===== src/hw/port_pkg.sv =====
/*
 Constants for the eight-bit shared-function I/O port: register byte offsets,
 field positions, reset values and the depth of the pin synchroniser.
 Assumes a 32-bit AHB-Lite register bus with word-aligned registers.
*/
package port_pkg;

   // ==========================================================
   // register byte offsets
   localparam logic [7:0] off_port_direction = 8'h00;
   localparam logic [7:0] off_port_output_latch = 8'h04;
   localparam logic [7:0] off_pullup_control = 8'h08;
   localparam logic [7:0] off_pin_function = 8'h0c;
   localparam logic [7:0] off_pin_level = 8'h10;

   // ==========================================================
   // pin_function register fields
   localparam int fld_aux_timer_output_select_lo = 0;
   localparam int fld_aux_timer_output_select_w = 4;
   localparam int fld_compare_b_out_enable = 4;
   localparam int fld_clamp_out_enable = 5;
   localparam int fld_compare_a_out_enable = 6;
   localparam int fld_vsync_out_enable = 7;
   localparam int fld_ext_int7_enable = 8;
   localparam int fld_ext_int6_enable = 9;
   localparam int fld_keysense_mask6 = 10;
   localparam int pin_function_w = 11;

   // ==========================================================
   // reset values
   localparam logic [7:0] rst_port_direction = 8'h00;
   localparam logic [7:0] rst_port_output_latch = 8'h00;
   localparam logic [7:0] rst_pullup_control = 8'h00;
   localparam logic [10:0] rst_pin_function = 11'h000;

   // ==========================================================
   // pin numbers of the shared functions
   localparam int pin_aux_timer = 7;
   localparam int pin_compare_b = 6;
   localparam int pin_capture_d = 5;
   localparam int pin_clamp = 4;
   localparam int pin_capture_b = 3;
   localparam int pin_capture_a = 2;
   localparam int pin_vsync = 1;

   // synchroniser depth in flip-flops
   localparam int sync_stages = 2;

endpackage


===== src/hw/shared_port.sv =====
/*
 Eight-bit general-purpose I/O port with per-pin direction, output latch and
 pull-up control, pins 7 to 1 shared with timer outputs and peripheral inputs.
 Registers: direction (write-only, reads zero), output latch (reads the latch
 on output pins and the synchronised level on input pins), pull-up control,
 pin function selects, and a read-only view of the synchronised pin levels.
 Assumes a single AHB-Lite master, 32-bit single word transfers, and pin
 inputs that may be asynchronous to clk_sys_in.
 Assumes the peripheral output levels already belong to the clk_sys_in domain.
*/
// Decided for this implementation: the AHB-Lite register port and the register addresses.
`timescale 1ns/1ps

module shared_port
#(
   parameter int pin_count = 8
)
(
   input wire logic clk_sys_in, // system clock, 10 MHz
   input wire logic rst_n_in, // synchronous reset, active low
   // ahb-lite slave
   input wire logic hsel_in, // slave select
   input wire logic [7:0] haddr_in, // byte address
   input wire logic [1:0] htrans_in, // transfer type
   input wire logic hwrite_in, // 1 = write
   input wire logic [2:0] hsize_in, // transfer size
   input wire logic [31:0] hwdata_in, // write data
   input wire logic hready_in, // bus ready
   output logic [31:0] hrdata_out, // read data
   output logic hreadyout_out, // slave ready
   output logic hresp_out, // always okay
   // pads
   input wire logic [pin_count-1:0] pin_in, // pad levels
   output logic [pin_count-1:0] pin_out, // pad drive value
   output logic [pin_count-1:0] pin_oe_out, // pad drive enable
   output logic [pin_count-1:0] pullup_en_out, // pad pull-up enable
   // peripheral outputs that can take over pins
   input wire logic aux_timer_compare_out_in, // auxiliary timer compare
   input wire logic compare_b_out_in, // free-running timer compare b
   input wire logic clamp_out_in, // timer-connection clamp
   input wire logic vertical_sync_out_in, // timer-connection vsync
   input wire logic compare_a_out_in, // free-running timer compare a
   // synchronised pin levels to peripherals
   output logic [pin_count-1:0] keysense_in_out, // key-sense inputs
   output logic [pin_count-1:0] comparator_in_out, // comparator inputs
   output logic ext_int7_out, // external interrupt 7 input
   output logic ext_int6_out, // external interrupt 6 input
   output logic capture_d_in_out, // capture d input
   output logic capture_c_in_out, // capture c input
   output logic capture_b_in_out, // capture b input
   output logic vertical_feedback_in_out, // vertical feedback input
   output logic capture_a_in_out, // capture a input
   output logic second_timer_clock_in_out, // second timer clock input
   output logic vertical_sync_in_out // vertical sync input
);

   // ==========================================================
   // declarations
   logic [pin_count-1:0] port_direction;
   logic [pin_count-1:0] port_output_latch;
   logic [pin_count-1:0] pullup_control;
   logic [port_pkg::pin_function_w-1:0] pin_function;
   logic [pin_count-1:0] next_port_direction;
   logic [pin_count-1:0] next_port_output_latch;
   logic [pin_count-1:0] next_pullup_control;
   logic [port_pkg::pin_function_w-1:0] next_pin_function;

   logic wr_pending;
   logic [7:0] wr_addr;
   logic next_wr_pending;
   logic [7:0] next_wr_addr;
   logic [31:0] next_hrdata;

   logic [pin_count-1:0] sync_meta;
   logic [pin_count-1:0] pin_level;
   logic [pin_count-1:0] next_sync_meta;
   logic [pin_count-1:0] next_pin_level;

   logic next_ext_int7;
   logic next_ext_int6;

   logic [pin_count-1:0] periph_drive;
   logic [pin_count-1:0] periph_value;
   logic [3:0] aux_timer_output_select;
   logic addr_phase;

   assign aux_timer_output_select =
      pin_function[port_pkg::fld_aux_timer_output_select_lo +:
                   port_pkg::fld_aux_timer_output_select_w];

   // ==========================================================
   // bus slave: address phase capture
   // zero wait states, so hready_in qualifies every accepted address phase
   assign addr_phase = hsel_in && htrans_in[1] && hready_in;
   assign hreadyout_out = 1'b1;
   assign hresp_out = 1'b0;
   // hsize_in is not decoded: every register is one word and only word
   // transfers are expected, so a narrower write still updates the whole field

   always_comb
   begin
      next_wr_pending = addr_phase && hwrite_in;
      next_wr_addr = wr_addr;
      if (addr_phase)
      begin
         next_wr_addr = haddr_in;
      end
   end

   always_ff @(posedge clk_sys_in)
   begin
      if (!rst_n_in)
      begin
         wr_pending <= 1'b0;
         wr_addr <= 8'h00;
      end
      else
      begin
         wr_pending <= next_wr_pending;
         wr_addr <= next_wr_addr;
      end
   end

   // ==========================================================
   // register file: writes land at the end of the data phase
   // the address is kept from the address phase, since haddr_in may already
   // carry the next transfer while this data phase is under way
   always_comb
   begin
      next_port_direction = port_direction;
      next_port_output_latch = port_output_latch;
      next_pullup_control = pullup_control;
      next_pin_function = pin_function;
      if (wr_pending)
      begin
         unique case (wr_addr)
            port_pkg::off_port_direction:
            begin
               next_port_direction = hwdata_in[pin_count-1:0];
            end
            port_pkg::off_port_output_latch:
            begin
               next_port_output_latch = hwdata_in[pin_count-1:0];
            end
            port_pkg::off_pullup_control:
            begin
               next_pullup_control = hwdata_in[pin_count-1:0];
            end
            port_pkg::off_pin_function:
            begin
               next_pin_function = hwdata_in[port_pkg::pin_function_w-1:0];
            end
            default:
            begin
               // unmapped or read-only offset: write ignored
            end
         endcase
      end
   end

   always_ff @(posedge clk_sys_in)
   begin
      if (!rst_n_in)
      begin
         port_direction <= port_pkg::rst_port_direction;
         port_output_latch <= port_pkg::rst_port_output_latch;
         pullup_control <= port_pkg::rst_pullup_control;
         pin_function <= port_pkg::rst_pin_function;
      end
      else
      begin
         port_direction <= next_port_direction;
         port_output_latch <= next_port_output_latch;
         pullup_control <= next_pullup_control;
         pin_function <= next_pin_function;
      end
   end

   // ==========================================================
   // read data
   // the mux looks at next_ values so a read right behind a write sees it
   // input pins read through the synchroniser, so a pad change shows two cycles later
   always_comb
   begin
      next_hrdata = 32'h0000_0000;
      if (addr_phase && !hwrite_in)
      begin
         unique case (haddr_in)
            port_pkg::off_port_output_latch:
            begin
               next_hrdata[pin_count-1:0] =
                  (next_port_output_latch & next_port_direction) |
                  (pin_level & ~next_port_direction);
            end
            port_pkg::off_pullup_control:
            begin
               next_hrdata[pin_count-1:0] = next_pullup_control;
            end
            port_pkg::off_pin_function:
            begin
               next_hrdata[port_pkg::pin_function_w-1:0] = next_pin_function;
            end
            port_pkg::off_pin_level:
            begin
               next_hrdata[pin_count-1:0] = pin_level;
            end
            default:
            begin
               // direction register is write-only; unmapped reads give zero
               next_hrdata = 32'h0000_0000;
            end
         endcase
      end
   end

   always_ff @(posedge clk_sys_in)
   begin
      if (!rst_n_in)
      begin
         hrdata_out <= 32'h0000_0000;
      end
      else
      begin
         hrdata_out <= next_hrdata;
      end
   end

   // ==========================================================
   // pin function selection; no mode input exists, so it is mode-independent
   // a takeover ignores the direction bit, so software can switch a timer
   // output on and off without touching the direction register
   always_comb
   begin
      periph_drive = '0;
      periph_value = '0;
      periph_drive[port_pkg::pin_aux_timer] = |aux_timer_output_select;
      periph_value[port_pkg::pin_aux_timer] = aux_timer_compare_out_in;
      periph_drive[port_pkg::pin_compare_b] =
         pin_function[port_pkg::fld_compare_b_out_enable];
      periph_value[port_pkg::pin_compare_b] = compare_b_out_in;
      periph_drive[port_pkg::pin_clamp] =
         pin_function[port_pkg::fld_clamp_out_enable];
      periph_value[port_pkg::pin_clamp] = clamp_out_in;
      // vsync out outranks compare a on pin 1
      if (pin_function[port_pkg::fld_vsync_out_enable])
      begin
         periph_drive[port_pkg::pin_vsync] = 1'b1;
         periph_value[port_pkg::pin_vsync] = vertical_sync_out_in;
      end
      else if (pin_function[port_pkg::fld_compare_a_out_enable])
      begin
         periph_drive[port_pkg::pin_vsync] = 1'b1;
         periph_value[port_pkg::pin_vsync] = compare_a_out_in;
      end
   end

   // pins 5, 3, 2 and 0 have no output takeover and follow direction only
   assign pin_oe_out = periph_drive | port_direction;
   assign pin_out = (periph_drive & periph_value) |
                    (~periph_drive & port_direction & port_output_latch);
   // the pull-up is dropped under any drive so it never fights an output
   assign pullup_en_out = pullup_control & ~port_direction & ~periph_drive;

   // ==========================================================
   // input synchroniser and peripheral input routing
   // only the second flop is read anywhere; the first may go metastable
   // interrupt inputs add one more flop, so they trail key-sense by a cycle
   always_comb
   begin
      next_sync_meta = pin_in;
      next_pin_level = sync_meta;
      next_ext_int7 = pin_level[port_pkg::pin_aux_timer] &
                      pin_function[port_pkg::fld_ext_int7_enable];
      next_ext_int6 = pin_level[port_pkg::pin_compare_b] &
                      pin_function[port_pkg::fld_ext_int6_enable] &
                      ~pin_function[port_pkg::fld_keysense_mask6];
   end

   always_ff @(posedge clk_sys_in)
   begin
      if (!rst_n_in)
      begin
         sync_meta <= '0;
         pin_level <= '0;
         ext_int7_out <= 1'b0;
         ext_int6_out <= 1'b0;
      end
      else
      begin
         sync_meta <= next_sync_meta;
         pin_level <= next_pin_level;
         ext_int7_out <= next_ext_int7;
         ext_int6_out <= next_ext_int6;
      end
   end

   // key-sense and comparator always observe every pin, even while driven
   assign keysense_in_out = pin_level;
   assign comparator_in_out = pin_level;
   assign capture_d_in_out = pin_level[port_pkg::pin_capture_d];
   assign capture_c_in_out = pin_level[port_pkg::pin_clamp];
   assign capture_b_in_out = pin_level[port_pkg::pin_capture_b];
   assign vertical_feedback_in_out = pin_level[port_pkg::pin_capture_b];
   assign capture_a_in_out = pin_level[port_pkg::pin_capture_a];
   assign second_timer_clock_in_out = pin_level[port_pkg::pin_capture_a];
   assign vertical_sync_in_out = pin_level[port_pkg::pin_capture_a];

endmodule // shared_port


===== config.mk =====
export PLATFORM = sky130hd
export DESIGN_NAME = shared_port
export DESIGN_NICKNAME = d
export VERILOG_FILES = /design/src/hw/port_pkg.sv /design/src/hw/shared_port.sv
export SDC_FILE = /design/constraint.sdc
export NUM_CORES = 1
export LEC_CHECK = 0
export BUFFER_PORTS_ARGS = -buffer_cell sky130_fd_sc_hd__buf_2
export CAP_MARGIN = 20
export CELL_PAD_IN_SITES_DETAIL_PLACEMENT = 2
export CELL_PAD_IN_SITES_GLOBAL_PLACEMENT = 2
export CORE_ASPECT_RATIO = 1.4
export CORE_MARGIN = 4
export CORE_UTILIZATION = 30
export DETAILED_ROUTE_END_ITERATION = 10
export PLACE_DENSITY_LB_ADDON = 0.08
export SYNTH_ARGS = -nofsm -noshare
export SYNTH_HDL_FRONTEND = slang
export SYNTH_SLANG_ARGS = --single-unit

===== constraint.sdc =====
create_clock -name clk_sys_in -period 6.2 [get_ports clk_sys_in]
set_input_delay 0.31 -clock clk_sys_in [delete_from_list [all_inputs] [get_ports clk_sys_in]]
set_output_delay 0.31 -clock clk_sys_in [all_outputs]
set_load 0.1 [all_outputs]

==> run summary <==
The worst setup path is of the reg -> reg kind. The initial antenna violation count is 0. Clock tree synthesis inserted a total of 9 buffers. The total area inside the core boundary comes to 0.0119 mm².

The maximum ir drop on the vdd rail came out at 0.104 mV. On the final layout, the worst hold slack is 0.179 ns. The final routed wire length divided by cell count is 19.2 µm.

The worst setup path is launched from a flip-flop. Among all flip-flop cells after synthesis, the most frequent one is dfxtp_1. The post-route minimum period is 2.62 ns.

Before antenna repair, the detailed router went through 4 iterations. The wire length of the first global-routing pass is 19,200 µm. The part of the power in the clock network came out at 41.7%. The count of buffers added on input and output ports is 97. The share of flip-flops with an asynchronous set or reset after synthesis came out at 0%. The total routing resource utilization after global routing is 17.7%. The count of different cell masters after synthesis is 42. Sequential cells were found to cover 39.8% of the synthesized design area. STA puts the critical path data arrival time at 2.81 ns.

The fraction of power spent switching nets came out at 31.4%. Dividing total power by cell area gives a power density of 262 mW/mm². The maximum clock frequency is 382 MHz. The largest total area in the synthesized netlist belongs to dfxtp_1. The worst path meets setup with 3.58 ns of slack. The number of flops mapped to enable cells by yosys is 0. The via count of the first global-routing pass is 3,501. The area growth from synthesis to layout came out at 17.3%.

For this design, the sink count on the clock tree is 73. The cell row count is 47. The first-iteration detailed-routing DRC count is 76.

The post-route setup TNS is 0 ns. The maximum root-to-sink buffer count is 2. At the end of routability-driven placement, the weighted congestion stood at 0.713. STA classifies the critical path endpoint as a flip-flop.

Sorting the synthesized cells by how often they occur yields dfxtp_1 (73), buf_4 (42), nand2_1 (36), and2_1 (28), nor2b_1 (28). CTS placed an instance of clkbuf_16 at the clock tree root. Along the worst path, the maximum fanout reaches 17.

The total of flip-flops plus latches after synthesis came out at 73. The half-perimeter wire length of the detailed placement result came out at 8230 µm. The floorplan die width is 101 µm. The clock-pin transition on the worst setup and hold timing paths came out at 0.06 ns.

The sequential cell fraction of total power came out at 43.0%. For the pin with the worst max-slew slack, the measured transition is 0.987 ns. The synthesized instance count came out at 407. The count of pins over their slew limit is 0.

The full die area is 0.0141 mm². The number of remaining DRC errors came out at 0. The cell area after technology mapping is 0.00367 mm².

dfxtp_1 is the most common cell in the netlist. The min-delay analysis places its worst path in the category in -> reg. In the final design database the tool counted 539 nets. On the final layout, the worst clock skew is 0.00499 ns.

The H-tree was split into 3 levels. The final-report hold violation count is 0. Cell internal power was estimated by the tool at 773 µW. The overall via count from detail_route came out at 3,163. Ranked by total cell area, the synthesized netlist is headed by dfxtp_1 (40%), buf_4 (8.6%), mux2i_1 (6.6%), and2_1 (4.8%), nor2b_1 (4.8%).

The largest net degree at the start of global routing is 64. The final-report setup violation count came out at 0. The number of warnings reported in the yosys synthesis log is 0. The area share of the leading cell type in the synthesized netlist came out at 39.8%.

Setup repair after global routing left no endpoint under its margin. The height of the die came out at 139 µm. The initial core utilization came out at 30.9%. The fraction of the cycle the final worst path needs is 42.2%. The antenna violation net count after detailed routing is 0. The antenna diode count is 0. Hold repair after CTS inserted 0 buffers. Global routing finished with a remaining overflow of 0.

In this run, post-CTS repair resized a total of 0 instances. The count of buffers added by post-CTS timing repair for setup is 0. The detail-routed via count per cell came out at 5.04. The worst relative slew slack is 34.2%.

Combinational logic burns 15.3% of the power. After detailed routing, the total wire length is 12,000 µm. Clock latency on the worst-skew pair, taken at its later pin, is 0.33 ns. The number of top-level pins came out at 146. The worst endpoint required time came out at 6.39 ns.

TritonCTS built the clock tree. The run finished with clean final reports. The share of post-route cells with drive strength above 1 came out at 26.6%.

The mean cell area of the mapped netlist came out at 9.01 µm². The net switching power came out at 354 µW. Prior to clock tree synthesis, the placed netlist has a worst setup slack of 3.62 ns.

Across the run, the number of max-cap violations was 0. The static leakage came out at 0.00189 µW.
-- cells in the final DEF, fill, tap and decap left out, drive strengths merged, types with 5 or more instances in the layout --
master | netlist | routed
buf | 49 | 99
dfxtp | 73 | 73
nand2 | 36 | 36
nor2b | 28 | 28
and2 | 28 | 28
mux2i | 24 | 24
conb | 2 | 23
o21ai | 15 | 15
a21boi | 14 | 14
nand3 | 13 | 13
nor2 | 12 | 12
a31oi | 11 | 11
clkbuf | 13 | 11
inv | 9 | 9
a2bb2oi | 8 | 8
mux2 | 8 | 8
nand2b | 7 | 7
a21oi | 6 | 6
o211ai | 6 | 6
o22ai | 5 | 5
and3b | 5 | 5
nand4 | 5 | 5
a2111o | 5 | 5
-- critical path, stage by stage, from the launching register on --
cell	delay (ns)
dfxtp_1	0.84
inv_1	0.36
or3_4	0.61
mux2_4	0.34
a2bb2oi_1	0.19
a31oi_1	0.13
-- power groups by stage --
| stage | combinational [µW] | clock, µW | sequential, µW |
|---|---|---|---|
| 4_1_cts | 173 | 486 | 485 |
| 6_report | 172 | 471 | 485 |
| 5_1_grt | 180 | 506 | 486 |
| 3_3_place_gp | 170 | 0 | 495 |
| 2_1_floorplan | 141 | 0 | 506 |
| 3_5_place_dp | 172 | 0 | 496 |
-- stage by stage --
stage          power, µW  cell area, µm²  cells  util (%)
2_1_floorplan        647            3750    428         -
3_3_place_gp         665            4040    612      34.0
3_5_place_dp         668            4040    612      34.0
4_1_cts             1140            4300    628      36.2
5_1_grt             1170            4300    628      36.2
6_report            1130            4300    628      36.2
-- cells by family (layout without fill, tap and decap cells) --
kind of cell | count (synthesis) | count (layout) | share of synthesized area, %
compound gates | 73 | 73 | 13.7
xor+xnor | 1 | 1 | 0.239
flops | 73 | 73 | 39.8
simple gates | 155 | 155 | 24.3
other cells | 2 | 23 | 0.205
buf+inv | 71 | 124 | 11.9
mux | 32 | 32 | 9.72
-- final cells by class --
| type | instances | area, µm² |
|---|---|---|
| clock buffers | 11 | 233 |
| fillers | 1410 | 7580 |
| clock inverters | 5 | 32.5 |
| multi-input cells | 284 | 1860 |
| inverters | 9 | 33.8 |
| repair buffers | 99 | 500 |
| well taps | 147 | 184 |
| flip-flops and latches | 73 | 1460 |
-- layer usage --
layer / vias up / part of all wire [%] / global-route usage [%]
li1: 1489 / - / -
met1: 1545 / 41 / 19.9
met2: 105 / 51 / 31.3
met3: 24 / 4.3 / 2.77
met4: 0 / 3.5 / 9.17
met5: - / 0 / 0
-- state kept, by name (all words and copies together), names as in the netlist --
name	flops
pin_function	11
wr_addr	8
ext_int6_out	1
comparator_in_out	8
hrdata_out	11
next_pin_level	8
ext_int7_out	1
port_direction	8
port_output_latch	8
pullup_control	8
wr_pending	1
-- path summary, 6_finish.rpt --
kind                     startpoint  depth (start not counted)  slack (ns)                    to
setup / recovery         wr_addr[2]                          5        3.58         hrdata_out[2]
hold / removal            pin_in[3]                          2        0.18     next_pin_level[3]
setup reg to reg         wr_addr[2]                          5        3.58         hrdata_out[2]
hold reg to reg   next_pin_level[7]                          1        0.43  comparator_in_out[7]
No activity file was read; power rests on OpenSTA's default activity.
